$ cat config.mk
export PLATFORM = sky130hd
export DESIGN_NAME = dcf_video_ctl_flat
export DESIGN_NICKNAME = d
export VERILOG_FILES = /design/src/dcf_pkg.sv /design/src/dcf_link_if.sv /design/src/dcf_video_ctl.sv /design/src/flat_wrapper.sv
export SDC_FILE = /design/constraint.sdc
export NUM_CORES = 1
export LEC_CHECK = 0
export BUFFER_PORTS_ARGS = -buffer_cell sky130_fd_sc_hd__buf_4
export CORE_MARGIN = 8
export CORE_UTILIZATION = 59
export DETAILED_ROUTE_END_ITERATION = 6
export GPL_TIMING_DRIVEN = 1
export PLACE_DENSITY_LB_ADDON = 0.08
export SETUP_SLACK_MARGIN = 0.1
export SYNTH_ARGS = -nofsm -noshare
export SYNTH_HDL_FRONTEND = slang
export SYNTH_SLANG_ARGS = --single-unit
$ cat constraint.sdc
create_clock -name i_sys_clk -period 3.5 [get_ports i_sys_clk]
set_input_delay 0.525 -clock i_sys_clk [delete_from_list [all_inputs] [get_ports i_sys_clk]]
set_output_delay 0.525 -clock i_sys_clk [all_outputs]
set_load 0.05 [all_outputs]
$ cat src/dcf_pkg.sv
// Shared constants and types of the field delay memory and its controller
package dcf_pkg;

    // ****************************************
    // Data path
    // ****************************************
    localparam int NIB_W = 4;
    localparam int FIELD_DEPTH = 262263;
    localparam int HOLD_DEPTH = 120;

    // ****************************************
    // Pointer clear spacing, in shift cycles
    // ****************************************
    localparam int MIN_ACTIVE = 130;
    localparam int MIN_CLR_LOW = 2;
    localparam int OLD_MAX = 119;
    localparam int NEW_MIN = 600;

    // ****************************************
    // Timing
    // ****************************************
    localparam int CLK_MHZ = 40;
    localparam int POWER_UP_US = 100;
    localparam int POWER_UP_CYC = POWER_UP_US * CLK_MHZ;
    localparam int SHIFT_HALF = 2;

    // ****************************************
    // Counter widths of the controller
    // ****************************************
    localparam int TIMER_W = 12;
    localparam int ACT_W = 8;
    localparam int LOW_W = 2;
    localparam int SPACE_W = 10;

    // ****************************************
    // Controller states and init steps
    // ****************************************
    typedef enum logic [2:0] {
        ST_WAIT = 3'h1,
        ST_INIT = 3'h2,
        ST_RUN = 3'h4
    } dcf_ctl_state_t;

    localparam logic [1:0] INIT_CLR1 = 2'h0;
    localparam logic [1:0] INIT_DUMMY = 2'h1;
    localparam logic [1:0] INIT_DONE = 2'h2;

endpackage

$ cat src/dcf_link_if.sv
// Serial port pins between the field memory and its video controller
`timescale 1ns/10ps
`default_nettype none
interface dcf_link_if;
    // Write port
    logic write_shift_clock;
    logic input_advance_gate;
    logic write_pointer_clear;
    logic [dcf_pkg::NIB_W-1:0] nibble_in;
    // Read port
    logic output_shift_clock;
    logic output_advance_gate;
    logic output_pointer_clear;
    logic [dcf_pkg::NIB_W-1:0] nibble_out;
    logic nibble_out_oe;

    modport dev (
        input write_shift_clock,
        input input_advance_gate,
        input write_pointer_clear,
        input nibble_in,
        input output_shift_clock,
        input output_advance_gate,
        input output_pointer_clear,
        output nibble_out,
        output nibble_out_oe
    );

    modport ctl (
        output write_shift_clock,
        output input_advance_gate,
        output write_pointer_clear,
        output nibble_in,
        output output_shift_clock,
        output output_advance_gate,
        output output_pointer_clear,
        input nibble_out,
        input nibble_out_oe
    );
endinterface
`default_nettype wire

$ cat src/dcf_video_ctl.sv
// Video controller end: drives both serial ports of the field memory
`timescale 1ns/10ps
`default_nettype none
module dcf_video_ctl #(
    parameter int HALF = dcf_pkg::SHIFT_HALF
) (
    // Clock and reset
    input wire logic i_sys_clk,
    input wire logic i_srst,
    // Link to the memory
    dcf_link_if.ctl link,
    // Write stream
    input wire logic i_wr_valid,
    input wire logic [dcf_pkg::NIB_W-1:0] i_wr_nibble,
    output logic o_wr_ready,
    input wire logic i_wr_field,
    // Read stream
    input wire logic i_rd_req,
    output logic o_rd_ready,
    output logic o_rd_valid,
    output logic [dcf_pkg::NIB_W-1:0] o_rd_nibble,
    input wire logic i_rd_field,
    // Status
    output logic o_init_done
);

    // ****************************************
    // State
    // ****************************************
    localparam int PW = (2 * HALF > 2) ? $clog2(2 * HALF) : 1;
    localparam int NW = dcf_pkg::NIB_W;
    localparam int AW = dcf_pkg::ACT_W;
    localparam int LW = dcf_pkg::LOW_W;
    localparam int SW = dcf_pkg::SPACE_W;

    typedef struct packed {
        dcf_pkg::dcf_ctl_state_t state;
        logic [dcf_pkg::TIMER_W-1:0] timer;
        logic [PW-1:0] wph;
        logic [PW-1:0] rph;
        logic wclk;
        logic wgate;
        logic wclr;
        logic [NW-1:0] wdata;
        logic rclk;
        logic rgate;
        logic rclr;
        logic [AW-1:0] w_act;
        logic [AW-1:0] r_act;
        logic [LW-1:0] w_low;
        logic [LW-1:0] r_low;
        logic [1:0] w_init;
        logic [1:0] r_init;
        logic w_pend;
        logic r_pend;
        logic [SW-1:0] since;
        logic capture;
        logic rd_valid;
        logic [NW-1:0] rd_nibble;
        logic wr_ready;
        logic rd_ready;
        logic init_done;
    } dcf_ctl_reg_t;

    dcf_ctl_reg_t st_q;
    dcf_ctl_reg_t st_d;

    // ****************************************
    // Helpers
    // ****************************************
    function automatic logic [PW-1:0] ph_step(input logic [PW-1:0] p);
        return (p == PW'(2 * HALF - 1)) ? '0 : p + 1'b1;
    endfunction

    function automatic logic may_clear(input logic [AW-1:0] act, input logic [LW-1:0] low);
        return (act >= AW'(dcf_pkg::MIN_ACTIVE)) && (low >= LW'(dcf_pkg::MIN_CLR_LOW));
    endfunction

    function automatic logic spacing_ok(input logic [SW-1:0] s);
        return (s <= SW'(dcf_pkg::OLD_MAX)) || (s >= SW'(dcf_pkg::NEW_MIN));
    endfunction

    // ****************************************
    // Next state
    // ****************************************
    logic w_slot;
    logic r_slot;
    logic w_do_clr;
    logic w_do_gate;
    logic r_do_clr;
    logic r_do_gate;

    always_comb begin
        st_d = st_q;
        st_d.rd_valid = 1'b0;
        w_do_clr = 1'b0;
        w_do_gate = 1'b0;
        r_do_clr = 1'b0;
        r_do_gate = 1'b0;
        w_slot = (st_q.state != dcf_pkg::ST_WAIT) && (st_q.wph == '0);
        r_slot = (st_q.state != dcf_pkg::ST_WAIT) && (st_q.rph == '0);

        case (st_q.state)
            dcf_pkg::ST_WAIT: begin
                if (st_q.timer == dcf_pkg::TIMER_W'(dcf_pkg::POWER_UP_CYC - 1)) begin
                    st_d.state = dcf_pkg::ST_INIT;
                end else begin
                    st_d.timer = st_q.timer + 1'b1;
                end
            end
            dcf_pkg::ST_INIT: begin
                if (st_q.w_init == dcf_pkg::INIT_DONE && st_q.r_init == dcf_pkg::INIT_DONE) begin
                    st_d.state = dcf_pkg::ST_RUN;
                    st_d.init_done = 1'b1;
                end
            end
            dcf_pkg::ST_RUN: begin
            end
            default: begin
                st_d.state = dcf_pkg::ST_WAIT;
            end
        endcase

        // Write slot: clear-130 dummies-clear, then user data
        if (w_slot) begin
            if (st_q.state == dcf_pkg::ST_INIT) begin
                if (st_q.w_init == dcf_pkg::INIT_CLR1) begin
                    w_do_clr = 1'b1;
                    st_d.w_init = dcf_pkg::INIT_DUMMY;
                end else if (st_q.w_init == dcf_pkg::INIT_DUMMY) begin
                    if (may_clear(st_q.w_act, st_q.w_low)) begin
                        w_do_clr = 1'b1;
                        st_d.w_init = dcf_pkg::INIT_DONE;
                    end else begin
                        w_do_gate = 1'b1;
                    end
                end
            end else if (st_q.state == dcf_pkg::ST_RUN) begin
                if (st_q.w_pend && may_clear(st_q.w_act, st_q.w_low)) begin
                    w_do_clr = 1'b1;
                end else if (i_wr_valid && st_q.wr_ready) begin
                    w_do_gate = 1'b1;
                    st_d.wdata = i_wr_nibble;
                end
            end
            st_d.wclr = w_do_clr;
            st_d.wgate = w_do_gate;
            if (w_do_clr) begin
                st_d.w_act = '0;
                st_d.w_low = '0;
                st_d.since = '0;
            end else begin
                if (st_q.w_low != '1) st_d.w_low = st_q.w_low + 1'b1;
                if (w_do_gate && st_q.w_act != '1) st_d.w_act = st_q.w_act + 1'b1;
                if (st_q.since != '1) st_d.since = st_q.since + 1'b1;
            end
        end

        // Read slot: hand over last nibble, then clear, dummy or fetch
        if (r_slot) begin
            if (st_q.capture) begin
                st_d.rd_valid = 1'b1;
                st_d.rd_nibble = link.nibble_out;
                st_d.capture = 1'b0;
            end
            if (st_q.state == dcf_pkg::ST_INIT) begin
                if (st_q.r_init == dcf_pkg::INIT_CLR1) begin
                    r_do_clr = 1'b1;
                    st_d.r_init = dcf_pkg::INIT_DUMMY;
                end else if (st_q.r_init == dcf_pkg::INIT_DUMMY) begin
                    if (may_clear(st_q.r_act, st_q.r_low)) begin
                        r_do_clr = 1'b1;
                        st_d.r_init = dcf_pkg::INIT_DONE;
                    end else begin
                        r_do_gate = 1'b1;
                    end
                end
            end else if (st_q.state == dcf_pkg::ST_RUN) begin
                if (st_q.r_pend && may_clear(st_q.r_act, st_q.r_low) && spacing_ok(st_q.since)) begin
                    r_do_clr = 1'b1;
                end else if (i_rd_req && st_q.rd_ready) begin
                    r_do_gate = 1'b1;
                    st_d.capture = 1'b1;
                end
            end
            st_d.rclr = r_do_clr;
            st_d.rgate = r_do_gate;
            if (r_do_clr) begin
                st_d.r_act = '0;
                st_d.r_low = '0;
            end else begin
                if (st_q.r_low != '1) st_d.r_low = st_q.r_low + 1'b1;
                if (r_do_gate && st_q.r_act != '1) st_d.r_act = st_q.r_act + 1'b1;
            end
        end

        // A new field request wins over the clear that retires the old one
        st_d.w_pend = (st_q.w_pend & ~(w_do_clr & (st_q.state == dcf_pkg::ST_RUN))) | i_wr_field;
        st_d.r_pend = (st_q.r_pend & ~(r_do_clr & (st_q.state == dcf_pkg::ST_RUN))) | i_rd_field;

        // Shift clocks: low in the first half, high in the second
        if (st_q.state != dcf_pkg::ST_WAIT) begin
            st_d.wph = ph_step(st_q.wph);
            st_d.rph = ph_step(st_q.rph);
        end
        st_d.wclk = (st_d.wph >= PW'(HALF));
        st_d.rclk = (st_d.rph >= PW'(HALF));

        st_d.wr_ready = (st_d.state == dcf_pkg::ST_RUN) && (st_d.wph == '0)
            && !(st_d.w_pend && may_clear(st_d.w_act, st_d.w_low));
        st_d.rd_ready = (st_d.state == dcf_pkg::ST_RUN) && (st_d.rph == '0)
            && !(st_d.r_pend && may_clear(st_d.r_act, st_d.r_low) && spacing_ok(st_d.since));
    end

    // ****************************************
    // Registers
    // ****************************************
    always_ff @(posedge i_sys_clk) begin
        if (i_srst) begin
            st_q <= '0;
            st_q.state <= dcf_pkg::ST_WAIT;
            st_q.w_low <= LW'(dcf_pkg::MIN_CLR_LOW);
            st_q.r_low <= LW'(dcf_pkg::MIN_CLR_LOW);
            st_q.since <= SW'(dcf_pkg::NEW_MIN);
        end else begin
            st_q <= st_d;
        end
    end

    // ****************************************
    // Outputs
    // ****************************************
    assign link.write_shift_clock = st_q.wclk;
    assign link.input_advance_gate = st_q.wgate;
    assign link.write_pointer_clear = st_q.wclr;
    assign link.nibble_in = st_q.wdata;
    assign link.output_shift_clock = st_q.rclk;
    assign link.output_advance_gate = st_q.rgate;
    assign link.output_pointer_clear = st_q.rclr;
    assign o_wr_ready = st_q.wr_ready;
    assign o_rd_ready = st_q.rd_ready;
    assign o_rd_valid = st_q.rd_valid;
    assign o_rd_nibble = st_q.rd_nibble;
    assign o_init_done = st_q.init_done;

endmodule
`default_nettype wire

$ cat src/flat_wrapper.sv
// flat-port wrapper written by rule: the top's interface ports become plain ports
module dcf_video_ctl_flat 
#(
    parameter int HALF = dcf_pkg::SHIFT_HALF
)
  (i_sys_clk, i_srst, i_wr_valid, i_wr_nibble, o_wr_ready, i_wr_field, i_rd_req, o_rd_ready, o_rd_valid, o_rd_nibble, i_rd_field, o_init_done, link_write_shift_clock, link_input_advance_gate, link_write_pointer_clear, link_nibble_in, link_output_shift_clock, link_output_advance_gate, link_output_pointer_clear, link_nibble_out, link_nibble_out_oe);
  dcf_link_if link_i ();
  input wire logic i_sys_clk;
  input wire logic i_srst;
  input wire logic i_wr_valid;
  input wire logic [dcf_pkg::NIB_W-1:0] i_wr_nibble;
  output logic o_wr_ready;
  input wire logic i_wr_field;
  input wire logic i_rd_req;
  output logic o_rd_ready;
  output logic o_rd_valid;
  output logic [dcf_pkg::NIB_W-1:0] o_rd_nibble;
  input wire logic i_rd_field;
  output logic o_init_done;
  output wire logic [$bits(link_i.write_shift_clock)-1:0] link_write_shift_clock;
  output wire logic [$bits(link_i.input_advance_gate)-1:0] link_input_advance_gate;
  output wire logic [$bits(link_i.write_pointer_clear)-1:0] link_write_pointer_clear;
  output wire logic [$bits(link_i.nibble_in)-1:0] link_nibble_in;
  output wire logic [$bits(link_i.output_shift_clock)-1:0] link_output_shift_clock;
  output wire logic [$bits(link_i.output_advance_gate)-1:0] link_output_advance_gate;
  output wire logic [$bits(link_i.output_pointer_clear)-1:0] link_output_pointer_clear;
  input wire logic [$bits(link_i.nibble_out)-1:0] link_nibble_out;
  input wire logic [$bits(link_i.nibble_out_oe)-1:0] link_nibble_out_oe;
  assign link_write_shift_clock = link_i.write_shift_clock;
  assign link_input_advance_gate = link_i.input_advance_gate;
  assign link_write_pointer_clear = link_i.write_pointer_clear;
  assign link_nibble_in = link_i.nibble_in;
  assign link_output_shift_clock = link_i.output_shift_clock;
  assign link_output_advance_gate = link_i.output_advance_gate;
  assign link_output_pointer_clear = link_i.output_pointer_clear;
  assign link_i.nibble_out = link_nibble_out;
  assign link_i.nibble_out_oe = link_nibble_out_oe;
  dcf_video_ctl #(.HALF(HALF)) u_core (.i_sys_clk(i_sys_clk), .i_srst(i_srst), .link(link_i), .i_wr_valid(i_wr_valid), .i_wr_nibble(i_wr_nibble), .o_wr_ready(o_wr_ready), .i_wr_field(i_wr_field), .i_rd_req(i_rd_req), .o_rd_ready(o_rd_ready), .o_rd_valid(o_rd_valid), .o_rd_nibble(o_rd_nibble), .i_rd_field(i_rd_field), .o_init_done(o_init_done));
endmodule
==> summary.log, run 1 <==
[routing] total wire length after detailed routing 7720 um
[placement] number of I/O port buffers 31
[synth] yosys synthesis warning count 0
[floorplanning] initial core utilization 59.9%
[final_layout] final net count 504
[synth] combined area of all synthesized cells 3740 um2
[synth] count of flip-flops with a built-in enable after synthesis 0
[pwr] combinational power share 2.3%
[routing] drt drc 0
[clocking] source-to-sink clock delay at the later pin of the worst-skew pair 0.34 ns
[timing] final critical-path share of the clock period 81.7%
[placement] Cells after DPL 544
[worst_setup_path] critical path type reg -> reg
[pwr] Sw Ratio 21.0%
[worst_setup_path] Register-to-Register Setup Slack 0.64 ns
[synth] FFs w/ async S/R, synth 0%
[timing] unrepaired setup endpoints after global routing false
[clocking] Inserted Clock Buffers 9
[worst_setup_path] capture instance of the worst register-to-register path u_core.o_rd_ready
[pwr] worst voltage drop across the vdd grid 0.321 mV
[pwr] power per cell area 382 nW/um2
[floorplanning] Cell Rows 29
[pwr] part of the power in registers 52.4%
[hold_path] path category of the worst min-delay check in -> reg
[final_layout] layout cells sized above 1 14.7%
[worst_setup_path] Crit Path Max Fanout 13
[final_layout] growth of design area from synthesis to finish 12.1%
[routing] via count 3141
[routing] number of violations reported at the end of detailed-routing iteration 0 157
[floorplanning] area of the die 9140 um2
[synth] top cell type's share of synthesized area 39.1%
[placement] GP Congestion 0.859
[clocking] clock slew seen by the registers of the worst setup and hold paths 0.08 ns
[timing] measured slew at the worst slew-check pin 0.619 ns
[worst_setup_path] startpoint types flop
[synth] number of distinct library cells after synthesis 52
[floorplanning] die extent in x 95.6 um
[timing] final setup slack of the worst path 0.641 ns
[final_layout] fill cell count 544
[global_route] largest net degree at the start of global routing 55
[synth] most numerous cell types in the synthesized netlist sky130_fd_sc_hd__nor2_1 (82), sky130_fd_sc_hd__dfxtp_1 (73), sky130_fd_sc_hd__nand2_1 (35)
[synth] post-synthesis area per instance 8.18 um2
[clocking] # H-tree levels 3
[clocking] CTS tree built
[synth] Syn Nets 483
[placement] post-detailed-placement half-perimeter wirelength 5560 um
[timing] Total Negative Setup Slacks 0 ns
[synth] dominant cell by count in the synthesized netlist sky130_fd_sc_hd__nor2_1
[final_layout] number of cells in the finished layout apart from fillers 559
[worst_setup_path] Reg-to-Reg Start u_core.st_q[73]
[clocking] sink count of the clock tree 73
[worst_setup_path] required arrival time at the worst endpoint 3.71 ns
[job] number of maximum-capacitance violations 0
[routing] remaining antenna violation count 0
[routing] number of detailed-routing iterations run before antenna repair 4
[floorplanning] Ports 33
[clocking] post-cts gate resize count 0
[worst_setup_path] CP Launch Point u_core.st_q[73]
[synth] commonest register cell after synthesis sky130_fd_sc_hd__dfxtp_1
[pwr] total net switching power 336 uW
[worst_setup_path] crit path capture type flop
[synth] register bit total from synthesis 73
[outcome] run status completed
[synth] cell type contributing the most total cell area after synthesis sky130_fd_sc_hd__dfxtp_1
[global_route] global-route wire length before repair 13000 um
[worst_setup_path] critical path endpoint u_core.o_rd_ready
[timing] count of final setup violators 0
[synth] dominant cells by area after synthesis sky130_fd_sc_hd__dfxtp_1 (39%), sky130_fd_sc_hd__nor2_1 (8.2%), sky130_fd_sc_hd__a21oi_1 (4.3%)
[global_route] initial antenna violation count 0
[global_route] vias in the first global route 2923
[routing] average routed wire per standard cell 13.8 um
[pwr] Pleak 0.00156 uW
[global_route] Total GRT Usage 17.5%
[timing] final count of pins violating max slew 0
[pwr] clock power share 45.3%
[routing] Vias/cell 5.62
[synth] part of the Yosys area used for sequential elements 39.1%
[timing] crit path time final 2.86 ns
[placement] worst setup timing slack at the placement stage 0.655 ns
[worst_setup_path] critical path data arrival time 3.07 ns
[timing] final hold violation count 0
[clocking] number of setup buffers added after CTS 0
[pwr] internal power of the cells 1270 uW
[synth] cells after synthesis 457
[timing] Max Freq 350 MHz
[floorplanning] height of the die 95.6 um
[timing] tightest slew margin relative to the limit 58.2%
[worst_setup_path] worst reg-to-reg path cell count 8
[global_route] total gr overflow 0
[final_layout] ANT cells 0
[timing] worst clock skew 0.0155 ns
[clocking] Clock Root Buffer sky130_fd_sc_hd__clkbuf_8
[clocking] CTS Buffer Depth 2
[clocking] CTS hold repair buffers 0
[floorplanning] core area 6240 um2
## layout by cell type, fill, tap and decap left out, types with 2 or more instances in the layout
cell                         netlist  final
sky130_fd_sc_hd__nand2_1          35     35
sky130_fd_sc_hd__a311oi_1          5      5
sky130_fd_sc_hd__bufinv_16         0      2
sky130_fd_sc_hd__nor3_1           15     15
sky130_fd_sc_hd__and3_1            5      5
sky130_fd_sc_hd__dfxtp_1          73     73
sky130_fd_sc_hd__clkinvlp_4        0      2
sky130_fd_sc_hd__nor4b_1           2      2
sky130_fd_sc_hd__clkbuf_8          0     10
sky130_fd_sc_hd__ha_1             11     11
sky130_fd_sc_hd__or2_2             5      5
sky130_fd_sc_hd__mux2_2            3      3
sky130_fd_sc_hd__a31oi_1           5      5
sky130_fd_sc_hd__nor2_1           82     82
sky130_fd_sc_hd__nand3_1          24     24
sky130_fd_sc_hd__a21oi_1          32     32
sky130_fd_sc_hd__mux2i_1           9      9
sky130_fd_sc_hd__nor4_1            4      4
sky130_fd_sc_hd__nand4_1           9      9
sky130_fd_sc_hd__or2b_1            2      2
sky130_fd_sc_hd__or3b_2            3      3
sky130_fd_sc_hd__or3_1             3      3
sky130_fd_sc_hd__o21bai_1          4      4
sky130_fd_sc_hd__a32o_1            2      2
sky130_fd_sc_hd__o211ai_1          5      5
sky130_fd_sc_hd__nor3b_1           4      4
sky130_fd_sc_hd__xor2_1           18     18
sky130_fd_sc_hd__or4_1             3      3
sky130_fd_sc_hd__xnor2_1          11     11
sky130_fd_sc_hd__a211o_1           2      2
sky130_fd_sc_hd__buf_4             8     36
sky130_fd_sc_hd__inv_1            16     16
sky130_fd_sc_hd__nand2b_1          7      7
sky130_fd_sc_hd__o21ai_0          13     13
## power by group through the flow
stage                     Combinational [uW]  Clock, uW  Sequential, uW
final                                   36.6        726             840
after global routing                    41.3        781             841
after CTS                               37.4        745             840
after detailed placement                37.1          0             859
after global placement                  36.3          0             859
after floorplan                         21.7          0             858
## worst max-delay path, cell delays in order (launching register included)
cell                       delay, ns
sky130_fd_sc_hd__dfxtp_1        0.50
sky130_fd_sc_hd__or3b_2         0.32
sky130_fd_sc_hd__nand2_1        0.34
sky130_fd_sc_hd__nor3_1         0.54
sky130_fd_sc_hd__and3_1         0.25
sky130_fd_sc_hd__nor2_1         0.04
sky130_fd_sc_hd__a311oi_1       0.37
sky130_fd_sc_hd__mux2i_1        0.27
sky130_fd_sc_hd__a31oi_1        0.10
## worst min-delay path by stage
stage,start,endpoint,slack (ns),cells past startpoint
global placement,u_core.o_rd_nibble[0],u_core.o_rd_nibble[0],0.44,2
CTS,i_wr_field,u_core.st_q[20],0.40,3
global route,i_rd_field,u_core.st_q[19],0.42,3
finish,i_wr_field,u_core.st_q[20],0.41,3
floorplan,u_core.o_rd_nibble[0],u_core.o_rd_nibble[0],0.44,2
detailed placement,u_core.o_rd_nibble[2],u_core.o_rd_nibble[2],0.45,2
## logic make-up after synthesis
kind of cell,after synthesis,synth area share (%)
adder cells (fa/ha/maj),11,3.68
AO/OA/AOI/OAI,79,14.1
multiplexers,12,3.31
buffers and inverters,42,5.12
flip-flops,73,39.1
XOR/XNOR,29,6.79
AND/OR/NAND/NOR,211,27.9
## final cells by class
| cell class | count | area (um2) | share of cell area, % |
|---|---|---|---|
| Clock buffer | 10 | 138 | 3.28 |
| Clock inverter | 5 | 80.1 | 1.91 |
| Inverter | 16 | 60.1 | 1.43 |
| Multi-Input combinational cell | 342 | 2090 | 49.8 |
| Sequential cell | 73 | 1460 | 34.9 |
| Tap cell | 77 | 96.3 | 2.30 |
| Timing Repair Buffer | 36 | 270 | 6.45 |
## state kept, by name, indices dropped and copies added, names as in the netlist
name and flops:
u_core.link.output_pointer_clear 1, u_core.link.output_advance_gate 1, u_core.o_init_done 1, u_core.st_q 55
u_core.o_rd_ready 1, u_core.link.input_advance_gate 1, u_core.o_rd_nibble 4, u_core.link.write_shift_clock 1
u_core.link.nibble_in 4, u_core.link.output_shift_clock 1, u_core.o_wr_ready 1, u_core.link.write_pointer_clear 1
u_core.o_rd_valid 1
## per-stage QoR
stage               power, uW  utilization (%)  hold WS (ns)  cell area (um2)
finish                   1600             67.2         0.406             4190
global route             1660             67.2         0.416             4190
CTS                      1620             67.2         0.398             4190
detailed placement        896             63.7         0.448             3970
global placement          895             63.7         0.444             3970
floorplan                 880                -         0.437             3740
## routing by layer
| metal | GRT usage [%] | share of wire [%] |
|---|---|---|
| met3 | 3.62 | 3.9 |
| met5 | 0 | 0 |
| met1 | 22.1 | 48 |
| met2 | 28.5 | 48 |
| met4 | 7.30 | 0.79 |
(Power assumes the default switching activity.)
==> run 2: changes to the inputs <==
==> constraint.sdc (replaced) <==
create_clock -name i_sys_clk -period 2.7 [get_ports i_sys_clk]
set_input_delay 0.405 -clock i_sys_clk [delete_from_list [all_inputs] [get_ports i_sys_clk]]
set_output_delay 0.405 -clock i_sys_clk [all_outputs]
set_load 0.05 [all_outputs]
==> summary.log, run 2 (synthesized netlist as in run 1, its figures left out) <==
[routing] remaining antenna violation count 0 [unchanged]
[worst_setup_path] CP max-delay cell sky130_fd_sc_hd__or3_1
[clocking] source-to-sink clock delay at the later pin of the worst-skew pair 0.34 ns [about the same]
[pwr] Pleak 0.00162 uW [+4.3%]
[placement] GP Congestion 0.861 [+0.22%]
[timing] tightest slew margin relative to the limit 63.6% [+5.5 points]
[final_layout] max reg flops 55 [unchanged]
[final_layout] layout cells sized above 1 19.2% [+4.4 points]
[timing] Max Freq 398 MHz [+14%]
[floorplanning] area of the die 9140 um2 [unchanged]
[timing] count of final setup violators 0 [unchanged]
[timing] post-route worst hold slack 0.284 ns [-0.122 ns]
[placement] number of I/O port buffers 31 [unchanged]
[timing] measured slew at the worst slew-check pin 0.545 ns [-0.0734 ns]
[global_route] initial antenna violation count 0 [unchanged]
[timing] final count of pins violating max slew 0 [unchanged]
[placement] post-detailed-placement half-perimeter wirelength 5730 um [+3.0%]
[timing] unrepaired setup endpoints after global routing true
[floorplanning] Cell Rows 29 [unchanged]
[timing] final critical-path share of the clock period 93.2% [+11 points]
[floorplanning] initial core utilization 59.9% [unchanged]
[timing] Total Negative Setup Slacks 0 ns [unchanged]
[floorplanning] height of the die 95.6 um [unchanged]
[worst_setup_path] startpoint types flop
[final_layout] number of cells in the finished layout apart from fillers 578 [+3.4%]
[global_route] vias in the first global route 3073 [+5.1%]
[pwr] power per cell area 439 nW/um2 [+15%]
[worst_setup_path] Register-to-Register Setup Slack 0.18 ns [-0.46 ns]
[final_layout] final design utilization 69.2% [+2.0 points]
[worst_setup_path] Crit Path Max Fanout 4 [-9]
[pwr] worst voltage drop across the vdd grid 0.383 mV [+19%]
[routing] total wire length after detailed routing 7920 um [+2.5%]
[global_route] Total GRT Usage 18.1% [+0.58 points]
[clocking] Inserted Clock Buffers 9 [unchanged]
[worst_setup_path] critical path type reg -> reg
[clocking] # H-tree levels 3 [unchanged]
[final_layout] growth of design area from synthesis to finish 15.5%
[outcome] run status completed
[routing] average routed wire per standard cell 13.7 um [-0.88%]
[final_layout] Post-Layout Inst Area 4320 um2 [+3.0%]
[floorplanning] Ports 33 [unchanged]
[clocking] Clock Root Buffer sky130_fd_sc_hd__clkbuf_8
[worst_setup_path] family of cells with the greatest summed delay on the critical path compound AO/OA/AOI/OAI gates
[placement] post-placement cell area 4090 um2 [+3.0%]
[final_layout] final net count 522 [+3.6%]
[routing] Vias/cell 5.62 [about the same]
[worst_setup_path] CP Cell Sequence inv_1 > ha_1 > or3_1 > o211ai_4 > nand4b_4 > a21oi_4 > nand2_4 > a2111oi_2 > o211ai_1 > a31oi_1
[clocking] CTS Buffer Depth 2 [unchanged]
[routing] number of violations reported at the end of detailed-routing iteration 0 134 [-15%]
[final_layout] commonest cells after routing, fill and taps aside sky130_fd_sc_hd__nor2_1 (82), sky130_fd_sc_hd__dfxtp_1 (72), sky130_fd_sc_hd__buf_4 (54), sky130_fd_sc_hd__nand2_1 (35), sky130_fd_sc_hd__a21oi_1 (32)
[floorplanning] core area 6240 um2 [unchanged]
[routing] number of detailed-routing iterations run before antenna repair 4 [unchanged]
[clocking] CTS tree built
[timing] crit path time final 2.52 ns [-0.344 ns]
[clocking] clock slew seen by the registers of the worst setup and hold paths 0.08 ns [about the same]
[floorplanning] die extent in x 95.6 um [unchanged]
[final_layout] commonest non-fill, non-tap cell in the layout sky130_fd_sc_hd__nor2_1
[worst_setup_path] critical path data arrival time 2.79 ns [-0.28 ns]
[final_layout] ANT cells 0 [unchanged]
[placement] Cells after DPL 560 [+2.9%]
[global_route] total gr overflow 0 [unchanged]
[timing] worst clock skew 0.0118 ns [-0.00370 ns]
[worst_setup_path] crit path capture type flop
[clocking] sink count of the clock tree 73 [unchanged]
[worst_setup_path] count of buffering cells on the critical path with inverters included 1 [+1]
[routing] drt drc 0 [unchanged]
[timing] final hold violation count 0 [unchanged]
[worst_setup_path] largest incremental delay on the critical path 0.41 ns [-0.13 ns]
[global_route] largest net degree at the start of global routing 55 [unchanged]
[worst_setup_path] required arrival time at the worst endpoint 2.98 ns [-0.73 ns]
[hold_path] path category of the worst min-delay check in -> reg
[global_route] global-route wire length before repair 13300 um [+1.8%]
[routing] via count 3250 [+3.5%]
[job] number of maximum-capacitance violations 0 [unchanged]
[final_layout] Most flops, register u_core.st_q
## run 2: cell types whose count changed in the layout (fill, tap and decap cells not counted), sizes merged
cell,before,now
clkinv,1,3
clkinvlp,2,3
bufinv,2,0
buf,36,54
## run 2: path summary, 6_finish.rpt
kind                              start  cells after the start                    end
setup / recovery        u_core.st_q[29]                     10      u_core.o_rd_ready
hold / removal               i_rd_field                      3        u_core.st_q[19]
setup reg to reg        u_core.st_q[29]                     10      u_core.o_rd_ready
hold reg to reg   u_core.o_rd_nibble[0]                      2  u_core.o_rd_nibble[0]
## run 2: cell type report
type                    instances  area (um2)
well taps                      77        96.3
clock buffers                  10         128
fillers                       527        1920
multi-input cells             342        2120
clock inverters                 6        45.0
flip-flops and latches         73        1460
inverters                      16        60.1
repair buffers                 54         405
## run 2: power breakdown
part           switching (uW)  internal (uW)  total [uW]
logic                    26.4           21.4        47.8
clock network             423            335         758
registers                7.49           1080        1090
## run 2: what timing repair did
| item | in CTS | in global routing |
|---|---|---|
| hold buffers | 0 | 0 |
| setup buffers | 0 | 2 |
| setup endpoints to repair | 1 | 2 |
| gates cloned | 0 | 0 |
| pin swaps | 0 | 3 |
| resized for setup | 1 | 7 |
## run 2: worst register-to-register path: cells and delay by family, from the launching register on
kind / cells / cell delay [ns]
AOI/OAI and AO/OA: 5 / 1.23
adders and majority gates: 1 / 0.18
DFF: 1 / 0.33
and+or+nand+nor: 3 / 0.66
buffers and inverters: 1 / 0.04
## run 2: stage by stage
stage / total power, uW / setup WS [ns]
finish: 1890 / 0.185
global route: 1960 / 0.0186
CTS: 1920 / 0.157
detailed placement: 1160 / 0.0839
global placement: 1160 / 0.147
floorplan: 1140 / 0.129
## run 2: per-layer routing
metal  GRT usage, %  wire length, um  share of wire, %
met4           8.07              157               2.0
met1           21.1             3680                46
met2           31.1             3790                48
met3           3.94              290               3.7
met5              0                0                 0
